===== src/verilog/pot_pkg.sv =====
/*
  Package for the permissive over-reaching trip scheme logic.
  Holds register offsets, field positions, reset values and timing defaults.
  Assumes a 40 MHz APB clock; times are given in microseconds.
*/
package pot_pkg;
  localparam int unsigned CLK_HZ          = 40_000_000;
  localparam int unsigned TIMER_W         = 32;
  localparam logic [7:0]  CTRL_OFF        = 8'h00;
  localparam logic [7:0]  RXQ_OFF         = 8'h04;
  localparam logic [7:0]  TPASS_OFF       = 8'h08;
  localparam logic [7:0]  TBLK_OFF        = 8'h0c;
  localparam logic [7:0]  ECHO_DUR_OFF    = 8'h10;
  localparam logic [7:0]  ECHO_LOCK_OFF   = 8'h14;
  localparam logic [7:0]  OPEN_END_OFF    = 8'h18;
  localparam logic [7:0]  HOLD_OFF        = 8'h1c;
  localparam logic [7:0]  STATUS_OFF      = 8'h20;
  localparam int unsigned CTRL_ECHO_BIT   = 0;
  localparam int unsigned CTRL_GND_BIT    = 1;
  localparam int unsigned ST_RXQ_BIT      = 0;
  localparam int unsigned ST_OPEN_BIT     = 1;
  localparam int unsigned ST_PASS_BIT     = 2;
  localparam int unsigned ST_BLOCK_BIT    = 3;
  localparam int unsigned ST_ECHO_BIT     = 4;
  localparam int unsigned ST_LOCK_BIT     = 5;
  localparam int unsigned ST_TX_BIT       = 6;
  localparam int unsigned ST_TRIP_BIT     = 7;
  localparam logic [1:0]  CTRL_RESET      = 2'h0;
  localparam int unsigned RXQ_US          = 4_000;
  localparam int unsigned TPASS_US        = 30_000;
  localparam int unsigned TBLK_US         = 90_000;
  localparam int unsigned ECHO_DUR_US     = 100_000;
  localparam int unsigned ECHO_LOCK_US    = 250_000;
  localparam int unsigned OPEN_END_US     = 50_000;
  localparam int unsigned HOLD_US         = 10_000;
  localparam int unsigned CYC_PER_US      = CLK_HZ / 1_000_000;
  localparam logic [TIMER_W-1:0] RXQ_RST       = TIMER_W'(RXQ_US * CYC_PER_US);
  localparam logic [TIMER_W-1:0] TPASS_RST     =
    TIMER_W'(TPASS_US * CYC_PER_US);
  localparam logic [TIMER_W-1:0] TBLK_RST      =
    TIMER_W'(TBLK_US * CYC_PER_US);
  localparam logic [TIMER_W-1:0] ECHO_DUR_RST  =
    TIMER_W'(ECHO_DUR_US * CYC_PER_US);
  localparam logic [TIMER_W-1:0] ECHO_LOCK_RST =
    TIMER_W'(ECHO_LOCK_US * CYC_PER_US);
  localparam logic [TIMER_W-1:0] OPEN_END_RST  =
    TIMER_W'(OPEN_END_US * CYC_PER_US);
  localparam logic [TIMER_W-1:0] HOLD_RST      =
    TIMER_W'(HOLD_US * CYC_PER_US);
endpackage


===== src/verilog/pot_trip.sv =====
/*
  Permissive over-reaching transfer-trip scheme logic with APB settings.
  Register map, one 32-bit word each at byte addresses:
    0x00 control: bit 0 enables the echo, bit 1 the ground path.
    0x04 receive qualify delay, in clock cycles.
    0x08 transient pass window, in clock cycles.
    0x0c transient block hold, in clock cycles.
    0x10 echo duration, in clock cycles; zero turns the echo off.
    0x14 echo lockout, in clock cycles.
    0x18 open line end qualify delay, in clock cycles.
    0x1c trip hold time, in clock cycles.
    0x20 status, read only: qualified receive, valid open end, pass
         window, block hold, echo, lockout, transmit and trip, from
         bit 0 upwards.
  Assumes all scheme inputs are synchronous to pclk and the APB master
  follows the standard setup/access protocol.
*/
`timescale 1ns/1ps
`default_nettype none

// Summary of operation
// - One echo, then lockout for echo lockout time.
// - Echo pulse length equals configured echo duration.
// - Receive acted on after qualify delay held.
// - Ground path passes only in window, then blocked.
// - Pass window timed from first transmit assertion.
// - Transient blocking gates only ground path.
// - Open end valid after qualify delay held.
// - Echo only with open end and enabled.
// - Trip output held at least hold time.
// - Ground forward input keys transmit, starts scheme.
// - Receive on input; transmit drives channel output.
// - Zone forward detection keys transmit output.
// - Echo is one-shot on qualified receive.
module pot_trip
  import pot_pkg::*;
#(
  parameter int unsigned W = TIMER_W
) (
  input  wire logic        pclk,
  input  wire logic        presetn,
  input  wire logic        psel,
  input  wire logic        penable,
  input  wire logic        pwrite,
  input  wire logic [7:0]  paddr,
  input  wire logic [31:0] pwdata,
  output logic      [31:0] prdata,
  output logic             pready,
  output logic             pslverr,
  input  wire logic        permissive_receive_in,
  input  wire logic        zone_forward_in,
  input  wire logic        ground_directional_forward,
  input  wire logic        open_end_detect_in,
  output logic             permissive_transmit_out,
  output logic             scheme_trip_out
);

  logic [1:0]   ctrl;
  logic [W-1:0] receive_qualify_delay;
  logic [W-1:0] transient_pass_window;
  logic [W-1:0] transient_block_hold;
  logic [W-1:0] echo_duration;
  logic [W-1:0] echo_lockout;
  logic [W-1:0] open_end_delay;
  logic [W-1:0] trip_hold_time;

  logic [W-1:0] rx_cnt;
  logic [W-1:0] oe_cnt;
  logic [W-1:0] pass_cnt;
  logic [W-1:0] blk_cnt;
  logic [W-1:0] echo_cnt;
  logic [W-1:0] lock_cnt;
  logic [W-1:0] hold_cnt;
  logic         rx_qual;
  logic         open_end_valid;
  logic         pass_active;
  logic         pass_done;
  logic         block_active;
  logic         echo_active;
  logic         lock_active;
  logic         echo_on_d;
  logic [7:0]   status_bits;

  wire logic echo_feature_on = ctrl[CTRL_ECHO_BIT];
  wire logic ground_enable   = ctrl[CTRL_GND_BIT];
  wire logic gnd_fwd         = ground_enable & ground_directional_forward;
  wire logic keying          = zone_forward_in | gnd_fwd;
  wire logic gnd_path        = gnd_fwd & pass_active &
                               ~block_active;
  wire logic trip_cond       = rx_qual & (zone_forward_in | gnd_path);
  wire logic echo_fire       = rx_qual & open_end_valid & echo_feature_on &
                               ~echo_active & ~lock_active & ~echo_on_d;
  wire logic wr_en = psel & penable & pwrite;

  // Settings registers written over APB.
  always_ff @(posedge pclk or negedge presetn) begin
    if (!presetn) begin
      ctrl                  <= CTRL_RESET;
      receive_qualify_delay <= RXQ_RST;
      transient_pass_window <= TPASS_RST;
      transient_block_hold  <= TBLK_RST;
      echo_duration         <= ECHO_DUR_RST;
      echo_lockout          <= ECHO_LOCK_RST;
      open_end_delay        <= OPEN_END_RST;
      trip_hold_time        <= HOLD_RST;
    end else if (wr_en) begin
      if (paddr == CTRL_OFF) begin
        ctrl <= pwdata[1:0];
      end else if (paddr == RXQ_OFF) begin
        receive_qualify_delay <= pwdata[W-1:0];
      end else if (paddr == TPASS_OFF) begin
        transient_pass_window <= pwdata[W-1:0];
      end else if (paddr == TBLK_OFF) begin
        transient_block_hold <= pwdata[W-1:0];
      end else if (paddr == ECHO_DUR_OFF) begin
        echo_duration <= pwdata[W-1:0];
      end else if (paddr == ECHO_LOCK_OFF) begin
        echo_lockout <= pwdata[W-1:0];
      end else if (paddr == OPEN_END_OFF) begin
        open_end_delay <= pwdata[W-1:0];
      end else if (paddr == HOLD_OFF) begin
        trip_hold_time <= pwdata[W-1:0];
      end
    end
  end

  // Status word, with every flag at its own bit position.
  always_comb begin
    status_bits                = 8'h00;
    status_bits[ST_RXQ_BIT]    = rx_qual;
    status_bits[ST_OPEN_BIT]   = open_end_valid;
    status_bits[ST_PASS_BIT]   = pass_active;
    status_bits[ST_BLOCK_BIT]  = block_active;
    status_bits[ST_ECHO_BIT]   = echo_active;
    status_bits[ST_LOCK_BIT]   = lock_active;
    status_bits[ST_TX_BIT]     = permissive_transmit_out;
    status_bits[ST_TRIP_BIT]   = scheme_trip_out;
  end

  // Read data, ready and error; every access completes in its first
  // access cycle, and unmapped addresses answer with an error.
  always_ff @(posedge pclk or negedge presetn) begin
    if (!presetn) begin
      prdata  <= 32'h0;
      pready  <= 1'b0;
      pslverr <= 1'b0;
    end else begin
      pready  <= psel & ~penable;
      pslverr <= 1'b0;
      prdata  <= 32'h0;
      if (psel & ~penable) begin
        if (paddr == CTRL_OFF) begin
          prdata <= {30'h0, ctrl};
        end else if (paddr == RXQ_OFF) begin
          prdata <= 32'(receive_qualify_delay);
        end else if (paddr == TPASS_OFF) begin
          prdata <= 32'(transient_pass_window);
        end else if (paddr == TBLK_OFF) begin
          prdata <= 32'(transient_block_hold);
        end else if (paddr == ECHO_DUR_OFF) begin
          prdata <= 32'(echo_duration);
        end else if (paddr == ECHO_LOCK_OFF) begin
          prdata <= 32'(echo_lockout);
        end else if (paddr == OPEN_END_OFF) begin
          prdata <= 32'(open_end_delay);
        end else if (paddr == HOLD_OFF) begin
          prdata <= 32'(trip_hold_time);
        end else if (paddr == STATUS_OFF) begin
          prdata <= {24'h0, status_bits};
        end else begin
          pslverr <= 1'b1;
        end
      end
    end
  end

  // Receive qualification: input must stay high for the delay.
  always_ff @(posedge pclk or negedge presetn) begin
    if (!presetn) begin
      rx_cnt  <= '0;
      rx_qual <= 1'b0;
    end else if (!permissive_receive_in) begin
      rx_cnt  <= '0;
      rx_qual <= 1'b0;
    end else if (rx_cnt >= receive_qualify_delay) begin
      rx_qual <= 1'b1;
    end else begin
      rx_cnt <= rx_cnt + 1'b1;
    end
  end

  // Open line end validation.
  always_ff @(posedge pclk or negedge presetn) begin
    if (!presetn) begin
      oe_cnt         <= '0;
      open_end_valid <= 1'b0;
    end else if (!open_end_detect_in) begin
      oe_cnt         <= '0;
      open_end_valid <= 1'b0;
    end else if (oe_cnt >= open_end_delay) begin
      open_end_valid <= 1'b1;
    end else begin
      oe_cnt <= oe_cnt + 1'b1;
    end
  end

  // Transient pass window from first transmit, then block hold.
  // The window rearms only once transmit has dropped and the hold is
  // over, so one long keying opens one window only.
  always_ff @(posedge pclk or negedge presetn) begin
    if (!presetn) begin
      pass_cnt     <= '0;
      pass_active  <= 1'b0;
      pass_done    <= 1'b0;
      blk_cnt      <= '0;
      block_active <= 1'b0;
    end else begin
      if (!permissive_transmit_out && !pass_active && !block_active) begin
        pass_done <= 1'b0;
      end
      if (permissive_transmit_out && !pass_active && !pass_done) begin
        pass_active <= 1'b1;
        pass_done   <= 1'b1;
        pass_cnt    <= '0;
      end else if (pass_active) begin
        if (pass_cnt + 1'b1 >= transient_pass_window) begin
          pass_active  <= 1'b0;
          block_active <= 1'b1;
          blk_cnt      <= '0;
        end else begin
          pass_cnt <= pass_cnt + 1'b1;
        end
      end else if (block_active) begin
        if (blk_cnt + 1'b1 >= transient_block_hold) begin
          block_active <= 1'b0;
        end else begin
          blk_cnt <= blk_cnt + 1'b1;
        end
      end
    end
  end

  // Echo one-shot with lockout. The lockout stops an echoed signal
  // from bouncing between the two line ends for ever.
  always_ff @(posedge pclk or negedge presetn) begin
    if (!presetn) begin
      echo_cnt    <= '0;
      echo_active <= 1'b0;
      lock_cnt    <= '0;
      lock_active <= 1'b0;
      echo_on_d   <= 1'b0;
    end else begin
      echo_on_d <= echo_active;
      if (echo_fire && echo_duration != '0) begin
        echo_active <= 1'b1;
        echo_cnt    <= '0;
      end else if (echo_active) begin
        if (echo_cnt + 1'b1 >= echo_duration) begin
          echo_active <= 1'b0;
          lock_active <= 1'b1;
          lock_cnt    <= '0;
        end else begin
          echo_cnt <= echo_cnt + 1'b1;
        end
      end else if (lock_active) begin
        if (lock_cnt + 1'b1 >= echo_lockout) begin
          lock_active <= 1'b0;
        end else begin
          lock_cnt <= lock_cnt + 1'b1;
        end
      end
    end
  end

  // Transmit output and sealed-in trip output.
  // The hold counter restarts while the trip condition stands, so the
  // output outlasts a chattering receive by at least the hold time.
  always_ff @(posedge pclk or negedge presetn) begin
    if (!presetn) begin
      permissive_transmit_out <= 1'b0;
      scheme_trip_out         <= 1'b0;
      hold_cnt                <= '0;
    end else begin
      permissive_transmit_out <= keying | echo_active;
      if (trip_cond) begin
        scheme_trip_out <= 1'b1;
        hold_cnt        <= '0;
      end else if (scheme_trip_out) begin
        if (hold_cnt + 1'b1 >= trip_hold_time) begin
          scheme_trip_out <= 1'b0;
        end else begin
          hold_cnt <= hold_cnt + 1'b1;
        end
      end
    end
  end

endmodule

`default_nettype wire


===== config.mk =====
export PLATFORM = sky130hd
export DESIGN_NAME = pot_trip
export DESIGN_NICKNAME = d
export VERILOG_FILES = /design/src/verilog/pot_pkg.sv /design/src/verilog/pot_trip.sv
export SDC_FILE = /design/constraint.sdc
export NUM_CORES = 1
export LEC_CHECK = 0
export ABC_AREA = 1
export BUFFER_PORTS_ARGS = -buffer_cell sky130_fd_sc_hd__buf_4
export CORE_MARGIN = 1.5
export CORE_UTILIZATION = 55
export CTS_BUF_LIST = sky130_fd_sc_hd__clkbuf_16
export CTS_CLUSTER_DIAMETER = 100
export CTS_CLUSTER_SIZE = 24
export DETAILED_ROUTE_END_ITERATION = 6
export GPL_TIMING_DRIVEN = 0
export HOLD_SLACK_MARGIN = 0.15
export PLACE_DENSITY = 0.7
export SLEW_MARGIN = 20
export SYNTH_ARGS = -nofsm -noshare
export SYNTH_HDL_FRONTEND = slang
export SYNTH_SLANG_ARGS = --single-unit

===== constraint.sdc =====
create_clock -name pclk -period 7.4 [get_ports pclk]
set_clock_uncertainty 0.2 [all_clocks]
set_input_delay 0.74 -clock pclk [delete_from_list [all_inputs] [get_ports pclk]]
set_output_delay 0.74 -clock pclk [all_outputs]
set_load 0.02 [all_outputs]

==> results of run 1 <==
==> where the power goes <==
group | switching (mW) | internal (mW)
clock network | 1.03 | 0.762
logic | 0.685 | 0.256
registers | 0.0646 | 2.75
==> cell type report <==
class / instances / area, um2
flip-flops and latches: 494 / 12400
inverters: 645 / 2420
clock buffers: 30 / 751
well taps: 765 / 957
repair buffers: 90 / 808
plain buffers: 151 / 698
fillers: 5490 / 22900
multi-input cells: 3202 / 17000
clock inverters: 22 / 160
diodes: 2 / 5.00
==> per-stage QoR <==
step           hold WS [ns]  area [um2]  utilization (%)  std cells  power (mW)
2_1_floorplan         0.149       32600                -       4492        3.41
4_1_cts               0.161       35200             60.6       5399        5.56
6_report              0.185       35200             60.6       5401        5.55
3_3_place_gp          0.156       34100             58.7       5339        3.76
3_5_place_dp          0.162       34300             59.0       5345        3.79
5_1_grt               0.189       35200             60.6       5399        5.77
==> cells in the mapped netlist (all sizes together), types with 4 or more instances <==
| master | n | share of area, % |
|---|---|---|
| o21bai | 4 | 0.092 |
| inv | 643 | 7.4 |
| ha | 231 | 8.9 |
| nor3 | 86 | 1.5 |
| nor3b | 9 | 0.21 |
| a221oi | 11 | 0.30 |
| nand2 | 1247 | 14 |
| nand4 | 74 | 1.4 |
| buf | 75 | 1.2 |
| a21o | 16 | 0.37 |
| xor2 | 125 | 3.4 |
| o221ai | 6 | 0.16 |
| dfstp | 52 | 4.2 |
| o211ai | 8 | 0.18 |
| or2 | 9 | 0.17 |
| o21ai | 358 | 5.5 |
| nand3 | 299 | 4.8 |
| o21a | 9 | 0.21 |
| a21oi | 126 | 1.9 |
| o22ai | 68 | 1.3 |
| xnor2 | 41 | 1.1 |
| nor4 | 37 | 0.78 |
| clkbuf | 76 | 0.91 |
| dfrtp | 442 | 34 |
| nor2 | 428 | 5.2 |
==> layout by cell type, fill, tap and decap left out, drive strengths merged, types with 2 or more instances in the layout <==
cell | Yosys | routed
o21bai | 4 | 4
a21o | 16 | 16
a221oi | 11 | 11
dlygate4sd3 | 0 | 2
xor2 | 125 | 125
or2 | 9 | 9
nand4 | 74 | 74
buf | 75 | 163
clkinv | 2 | 9
nor3 | 86 | 86
nor3b | 9 | 9
o22ai | 68 | 68
dfstp | 52 | 52
inv | 643 | 657
clkbuf | 76 | 106
nor2 | 428 | 428
or3 | 3 | 3
dfrtp | 442 | 442
xnor2 | 41 | 41
nor4 | 37 | 37
o21a | 9 | 9
o211ai | 8 | 8
o221ai | 6 | 6
nand2 | 1247 | 1247
o21ai | 358 | 358
nand3 | 299 | 299
ha | 231 | 231
diode | 0 | 2
a21oi | 126 | 126
==> routing by layer <==
| metal | part of all wire [%] | wire [um] |
|---|---|---|
| met5 | 0 | 0 |
| met4 | 4.6 | 5030 |
| met3 | 8.9 | 9650 |
| met2 | 42 | 45600 |
| met1 | 45 | 48700 |
==> registers in the layout, indices dropped and copies added (netlist names), 2 cells and up <==
| name | count |
|---|---|
| transient_pass_window | 32 |
| prdata | 32 |
| transient_block_hold | 32 |
| lock_cnt | 32 |
| echo_cnt | 32 |
| trip_hold_time | 32 |
| echo_duration | 32 |
| oe_cnt | 32 |
| pass_cnt | 32 |
| echo_lockout | 32 |
| receive_qualify_delay | 32 |
| open_end_delay | 32 |
| blk_cnt | 32 |
| hold_cnt | 32 |
| ctrl | 2 |
| rx_cnt | 32 |
==> cell families after synthesis <==
group           after synthesis  synth area share (%)
fa+ha+maj                   231                  8.88
compound gates              610                  10.2
simple gates               2195                  28.7
xor+xnor                    166                  4.47
flops                       494                  38.2
buf+inv                     796                  9.59
==> worst min-delay path by stage <==
stage                                        end  slack, ns                       start  depth (start not counted)
2_1_floorplan                echo_on_d$_DFF_PN0_       0.15       echo_active$_DFF_PN0_                          0
6_report       permissive_transmit_out$_DFF_PN0_       0.19  ground_directional_forward                          3
4_1_cts        permissive_transmit_out$_DFF_PN0_       0.16  ground_directional_forward                          3
3_5_place_dp                 echo_on_d$_DFF_PN0_       0.16       echo_active$_DFF_PN0_                          0
3_3_place_gp                 echo_on_d$_DFF_PN0_       0.16       echo_active$_DFF_PN0_                          0
5_1_grt        permissive_transmit_out$_DFF_PN0_       0.19  ground_directional_forward                          3
==> worst reg2reg max path, stage by stage, from the launching register on <==
cell	delay [ns]
sky130_fd_sc_hd__dfrtp_1	0.50
sky130_fd_sc_hd__ha_1	0.24
sky130_fd_sc_hd__nand3_1	0.14
sky130_fd_sc_hd__inv_1	0.12
sky130_fd_sc_hd__nand2_1	0.14
sky130_fd_sc_hd__nor2_1	0.20
sky130_fd_sc_hd__nand2_1	0.11
sky130_fd_sc_hd__nor2_2	0.11
sky130_fd_sc_hd__nand2_1	0.07
sky130_fd_sc_hd__xor2_1	0.29
sky130_fd_sc_hd__inv_1	0.08
sky130_fd_sc_hd__ha_1	0.28
sky130_fd_sc_hd__nand2_1	0.06
sky130_fd_sc_hd__nor2_1	0.15
sky130_fd_sc_hd__nand4_1	0.09
sky130_fd_sc_hd__nor2_1	0.14
sky130_fd_sc_hd__nand4_1	0.12
sky130_fd_sc_hd__nand3_1	0.11
sky130_fd_sc_hd__nand2_1	0.05
sky130_fd_sc_hd__nand2_1	0.18
sky130_fd_sc_hd__nand2_1	0.23
sky130_fd_sc_hd__buf_2	0.26
sky130_fd_sc_hd__nand2_1	0.08
sky130_fd_sc_hd__nand2_1	0.05
==> impl.org, run 1 <==
** Synth
- Synthesized cell area :: between 30000 and 40000 um2
- Post-Synthesis Net Count :: approximately 4800
- Yosys printed 0 warnings.
- Number of synthesized flops with an enable pin :: 0
- After synthesis, flip-flops and latches occupy around two fifths of the total area.
- In the synthesized netlist the dominant register cell turns out to be sky130_fd_sc_hd__dfrtp_1.
- Avg Cell Area, Syn :: between 7 and 8 um2
- Synth cell types :: between 50 and 60
- After synthesis, the share of flip-flops with an asynchronous set or reset is between 90% and 100%.
- Count of state elements after synthesis :: 494
- Synthesis produced a netlist whose cell count is ~4500.

** Setup path
- Required time worst endpoint :: ~7.7 ns
- Critical Path Sink :: lock_cnt[26]$_DFFE_PN0P_
- STA classifies the critical path startpoint as a flip-flop.
- Data arrives at the worst endpoint at 4.45 ns.
- In this run the worst path has a maximum fanout of 10.
- The critical path crosses 23 cells after its start point.
- Reg2reg end :: lock_cnt[26]$_DFFE_PN0P_
- Critical Path Start :: echo_cnt[0]$_DFFE_PN0P_
- Measured in cells, the most critical reg-to-reg path has a length of 23.
- Slowest cell on the critical path :: sky130_fd_sc_hd__dfrtp_1
- Longest individual stage delay on the worst path :: roughly 0.50 ns
- Largest delay share family, worst path :: simple AND/OR/NAND/NOR gates
- The worst setup path is captured at a flip-flop.
- Critical path's most frequent cell :: sky130_fd_sc_hd__nand2_1
- Setup slack on the worst reg-to-reg path comes out at about 3.3 ns.
- The critical path in this run is classified as reg2reg.
- WP buf/inv :: 3
- Walking the worst path, the cells encountered are ha_1, nand3_1, inv_1, nand2_1, nor2_1, nand2_1, nor2_2, nand2_1, xor2_1, inv_1, ha_1, nand2_1, nor2_1, nand4_1, nor2_1, nand4_1, nand3_1, nand2_1, nand2_1, nand2_1, buf_2, nand2_1, nand2_1.
- FF-to-FF Start :: echo_cnt[0]$_DFFE_PN0P_

** STA
- Of the available clock period, the critical path in the final layout requires 55.8%.
- The final max-slew violation count is 0.
- Setup violations remaining at the end of the flow were counted as 0.
- Based on the critical path, the design can be clocked at up to 0.242 GHz.
- The clock period could shrink to 4.13 ns.
- At the pin with the least slew margin, the transition time is between 0.8 and 0.9 ns.
- Setup tns final :: 0 ns
- Min setup slack post-route :: around 3.3 ns
- Setup repair after global routing left no endpoint under its margin.
- In this run the tightest slew margin relative to its limit is a little over two fifths.
- Hold violation total from the final report :: 0

** Pwr
- Worst supply voltage drop on vdd :: about 240 uV
- In this run the power density over the cells is 158 nW/um2.
- In this run the static leakage power is 17.7 nW.

** Clock network
- CTS saw about 490 sinks.
- Clock-pin slew was measured on the worst setup and hold paths at 0.11 ns.
- Skew-Pair Late Insertion Delay :: approximately 0.64 ns
- Once the clock tree was built, the setup fixing pass inserted 0 buffers.
- TritonCTS clock tree :: yes
- Hold buffer count at CTS :: 2
- Number of H-tree levels :: 1
- In this run the clock root is driven by a sky130_fd_sc_hd__clkbuf_16.
- Cts repair resizes :: 0
- The clock passes through at most 3 buffers.
- Buffers inserted during clock tree synthesis total 28.

** Floorplan
- The floorplan has slightly below 90 rows.
- Chip Width :: around 250 um
- After floorplanning, the core was sized to cover a little under 60000 um2.
- DIE AREA :: 60700 um2
- In this run the count of I/O pins placed on the die edge is between 80 and 90.
- The die is approximately 250 um tall.
- Initial Utilization :: 56.0%

** Placement
- In this run the tool buffered the top-level ports with ~80 buffer cells.
- At the end of routability-driven placement, the weighted congestion stood at about 1.
- Prior to clock tree synthesis, the placed netlist has a worst setup slack of 3.31 ns.
- Detailed placement ended at an HPWL of roughly 86000 um.

** GRT
- Global routing met2 resource utilization :: about 53%
- Global routing consumed, on the met1 layer, around 54% of the routing resources.
- Wire length of the first global-routing pass :: roughly 170000 um
- Busiest metal layer after global routing :: met1
- Pin count of the biggest net entering global routing :: between 100 and 150
- Global route total overflow :: 0
- Across every metal layer, demand over resource in global routing totals between 30% and 40%.
- Met3 layer usage reported by global route :: 4.58%
- Antenna violations before repair :: 3
- The number of global-route vias before repair is between 20000 and 30000.

** Routing
- Iter 0 DRT Violations :: around 3100
- After detailed routing, the number of vias per cell comes to between 5 and 6.
- Overall via count from detail_route :: 30500
- Post-route ant nets :: 0
- Per-cell routed wire length :: 20.2 um
- The first TritonRoute pass finished after 6 iterations.
- For this run, design rule violations remaining after detail routing come to 0.
- The final layout contains routed wiring with a total length of between 100000 and 150000 um.

** Run
- Across the run, the number of max-cap violations was 0.

** Layout
- Relative area change from synthesis to final layout :: 8.24%
- Total number of nets in the final design :: 4892
- Fraction of layout cells with a size suffix above 1 :: approximately 7.1%

** Run status
- Status :: complete, no violations

** Hold path
- The path class of the tightest hold or removal check is in2reg.
No activity file was read; power rests on OpenSTA's default activity.
==> run 2: changes to the inputs <==
- clock period: 7.4 -> 3.8 ns (I/O delays scaled with it)
==> impl.org, run 2 (synthesis gave the netlist of run 1 again) <==
** Layout
- Commonest cells after routing, fill and taps aside :: sky130_fd_sc_hd__nand2_1 (1226), sky130_fd_sc_hd__inv_1 (639), sky130_fd_sc_hd__dfrtp_1 (432) (was sky130_fd_sc_hd__nand2_1 (1234), sky130_fd_sc_hd__inv_1 (643), sky130_fd_sc_hd__dfrtp_1 (442))
- Final Core Density :: 62.4% (was 60.6%)
- The share of post-route cells with drive strength above 1 was 9.44% (was 7.14%).
- The number of filler cells placed in the layout is 5386 (was 5490).
- The most common cell after layout, fill and taps aside is sky130_fd_sc_hd__nand2_1 (unchanged).
- The post-synthesis to final-layout area growth came to 11.5% (was 8.24%).
- The net count of the finished layout was 4961 (was 4892).
- Diode insertion count for antenna repair :: 0 (was 2)

** Floorplan
- The count of boundary I/O pins was 85 (unchanged).
- The vertical extent of the die was 246 um (unchanged).
- The area of the core is 58100 um2 (unchanged).
- The chip width came to 246 um (unchanged).
- The die area came to 60700 um2 (unchanged).
- Site Rows :: 88 (unchanged)
- The initial cell density of the core is 56.0% (unchanged).

** GRT
- The first-pass GRT wire length came to 168000 um (was 167000 um).
- The number of global-route vias before repair was 28300 (was 28000).
- Pin count of the biggest net entering global routing :: 101 (unchanged)
- The number of antenna violations at the first check in global routing was 2 (was 3).
- Overall global routing resource usage :: 36.2% (was 35.9%)
- Global route total overflow :: 0 (unchanged)

** Clock network
- The number of levels the H-tree was split into came to 1 (unchanged).
- The cell at the root of the clock tree is sky130_fd_sc_hd__clkbuf_16 (unchanged).
- The maximum count of clock buffers along a single path came to 3 (unchanged).
- Clock buffers created by TritonCTS :: 28 (unchanged)
- Sinks on Clock Net :: 494 (unchanged)
- Clock-pin slew on the worst setup and hold paths :: 0.10 ns (was 0.11 ns)
- Skew-Pair Late Insertion Delay :: 0.64 ns (about the same)
- The clock tree from TritonCTS was yes (unchanged).

** STA
- Fraction of the cycle the final worst path needs :: 95.1% (was 55.8%)
- Crit path time final :: 3.61 ns (was 4.13 ns)
- Max-slew violation count :: 0 (unchanged)
- Worst relative slew slack :: 47.9% (was 43.7%)
- The worst hold-check slack is 0.178 ns (was 0.185 ns).
- The slew at the pin closest to its max-slew limit is 0.781 ns (was 0.841 ns).
- FMAX :: 0.277 GHz (was 0.242 GHz)
- The final count of hold timing violations came to 0 (unchanged).
- The number of setup violations in the final report was 0 (unchanged).
- Setup tns final :: 0 ns (unchanged)
- The slack of the critical path came to 0.185 ns (was 3.27 ns).

** Setup path
- Kind of start point of the critical path :: flip-flop (unchanged)
- Critical Path Sink :: lock_active$_DFFE_PN0P_ (was lock_cnt[26]$_DFFE_PN0P_)
- The beginning of the critical path is lock_cnt[0]$_DFFE_PN0P_ (was echo_cnt[0]$_DFFE_PN0P_).
- The biggest fanout along the worst timing path was 10 (unchanged).
- The type of element capturing the critical path is a flip-flop (unchanged).
- Required time worst endpoint :: 4.12 ns (was 7.72 ns)
- The critical setup path kind is reg2reg (unchanged).
- The worst path arrival time came to 3.94 ns (was 4.45 ns).
- The endpoint of the worst-slack reg-to-reg timing path is lock_active$_DFFE_PN0P_ (was lock_cnt[26]$_DFFE_PN0P_).
- R2R Setup Slk :: 0.19 ns (was 3.27 ns)
- R2R cell count :: 19 (was 23)
- The launch instance of the worst register-to-register path was lock_cnt[0]$_DFFE_PN0P_ (was echo_cnt[0]$_DFFE_PN0P_).

** Hold path
- The origin of the worst min-delay path is echo_active$_DFF_PN0_ (was ground_directional_forward).
- The kind of path behind the tightest hold check is reg2reg (was in2reg).

** Pwr
- Power density over the cells :: 305 nW/um2 (was 158 nW/um2)
- Reported leakage power :: 18.2 nW (was 17.7 nW)
- The worst-case vdd ir drop came to 477 uV (was 244 uV).

** Routing
- DRC violations left :: 6 (was 0)
- The wire length per cell after detailed routing is 20.3 um (was 20.2 um).
- The total via count in the routed design was 30900 (was 30500).
- Vias per cell :: 5.66 (about the same)
- Iter 0 DRT Violations :: 3385 (was 3113)
- The routed wire length came to 111000 um (was 109000 um).
- The first-pass iteration count of the detailed router came to 7 (was 6).
- The remaining antenna violation count after routing was 0 (unchanged).

** Run status
- Status :: complete, but fails checks (was complete, no violations)
- The final reports fail on design-rule violations.

** Placement
- DP Wirelength :: 85600 um (unchanged)
- Number of buffers added on ports :: 82 (unchanged)
- Post-place setup slack :: -0.287 ns (was 3.31 ns)
- The weighted congestion reported at the end of routability-driven placement is 1.02 (unchanged).

** Run
- Max-Cap Viols :: 0 (unchanged)
run 2: cell count changes in the layout (fill, tap and decap cells not counted), moves of 8 or more:
cell,delta
sky130_fd_sc_hd__buf_4,+32
sky130_fd_sc_hd__dlygate4sd3_1,+32
sky130_fd_sc_hd__nor2_1,-21
sky130_fd_sc_hd__nor2_2,+14
sky130_fd_sc_hd__dfrtp_1,-10
sky130_fd_sc_hd__dfrtp_2,+10
sky130_fd_sc_hd__buf_2,-8
sky130_fd_sc_hd__nand2_1,-8
sky130_fd_sc_hd__nor3_1,-8
sky130_fd_sc_hd__xor2_1,-8
sky130_fd_sc_hd__xor2_2,+8
run 2: report_power, final:
group          internal [mW]  switching, mW  total, mW
Sequential              5.36          0.121       5.49
Combinational          0.646           1.41       2.06
Clock                   1.48           2.03       3.51
run 2: metrics by stage:
step                cell area (um2)  total power [mW]  std cells
CTS                           35600              10.9       5432
global route                  36300              11.5       5468
global placement              34100              7.33       5339
floorplan                     32600              6.65       4492
finish                        36300              11.1       5468
detailed placement            34300              7.38       5345
run 2: repair_timing:
item,4_1_cts,5_1_grt
hold buffers,35,0
resized for setup,18,110
setup endpoints to repair,122,164
cloned,0,2
pin swaps,0,23
setup buffers,0,34
endpoints found under the hold margin,387,0
run 2: final cells by class:
class,count,area [um2],share of cell area [%]
multi-input cells,3202,17400,47.8
flip-flops and latches,494,12400,34.3
inverters,645,2420,6.67
repair buffers,159,1440,3.97
well taps,765,957,2.64
plain buffers,151,773,2.13
clock buffers,30,751,2.07
clock inverters,22,160,0.441
run 2: critical path, cell delays in order (launching register included):
cell	delay, ns
sky130_fd_sc_hd__dfrtp_1	0.43
sky130_fd_sc_hd__ha_2	0.22
sky130_fd_sc_hd__nand2_1	0.12
sky130_fd_sc_hd__nor2_4	0.17
sky130_fd_sc_hd__nand2_1	0.14
sky130_fd_sc_hd__nor2_4	0.16
sky130_fd_sc_hd__nand4_1	0.22
sky130_fd_sc_hd__xor2_2	0.25
sky130_fd_sc_hd__inv_1	0.08
sky130_fd_sc_hd__ha_1	0.27
sky130_fd_sc_hd__nand2_1	0.06
sky130_fd_sc_hd__nor2_1	0.13
sky130_fd_sc_hd__nand4_1	0.10
sky130_fd_sc_hd__nor2_2	0.14
sky130_fd_sc_hd__nand4_1	0.11
sky130_fd_sc_hd__nand4_1	0.16
sky130_fd_sc_hd__nand2_4	0.11
sky130_fd_sc_hd__nand2_4	0.14
sky130_fd_sc_hd__buf_4	0.19
sky130_fd_sc_hd__o21ai_0	0.09
run 2: metal layers:
layer / GRT usage, % / wire, um / part of all wire, % / vias to the layer above
met1: 53.9 / 49600 / 45 / 14600
met5: 0 / 0 / 0 / -
met3: 4.20 / 9360 / 8.4 / 202
met2: 53.7 / 47100 / 43 / 1327
met4: 13.6 / 4750 / 4.3 / 0
li1: - / - / - / 14800
run 2: worst min path at each step:
stage,end,cells past startpoint
floorplan,blk_cnt[0]$_DFFE_PN0P_,0
global placement,echo_on_d$_DFF_PN0_,0
detailed placement,lock_cnt[29]$_DFFE_PN0P_,1
CTS,echo_lockout[15]$_DFFE_PN1P_,3
global route,echo_lockout[11]$_DFFE_PN0P_,3
finish,echo_on_d$_DFF_PN0_,0
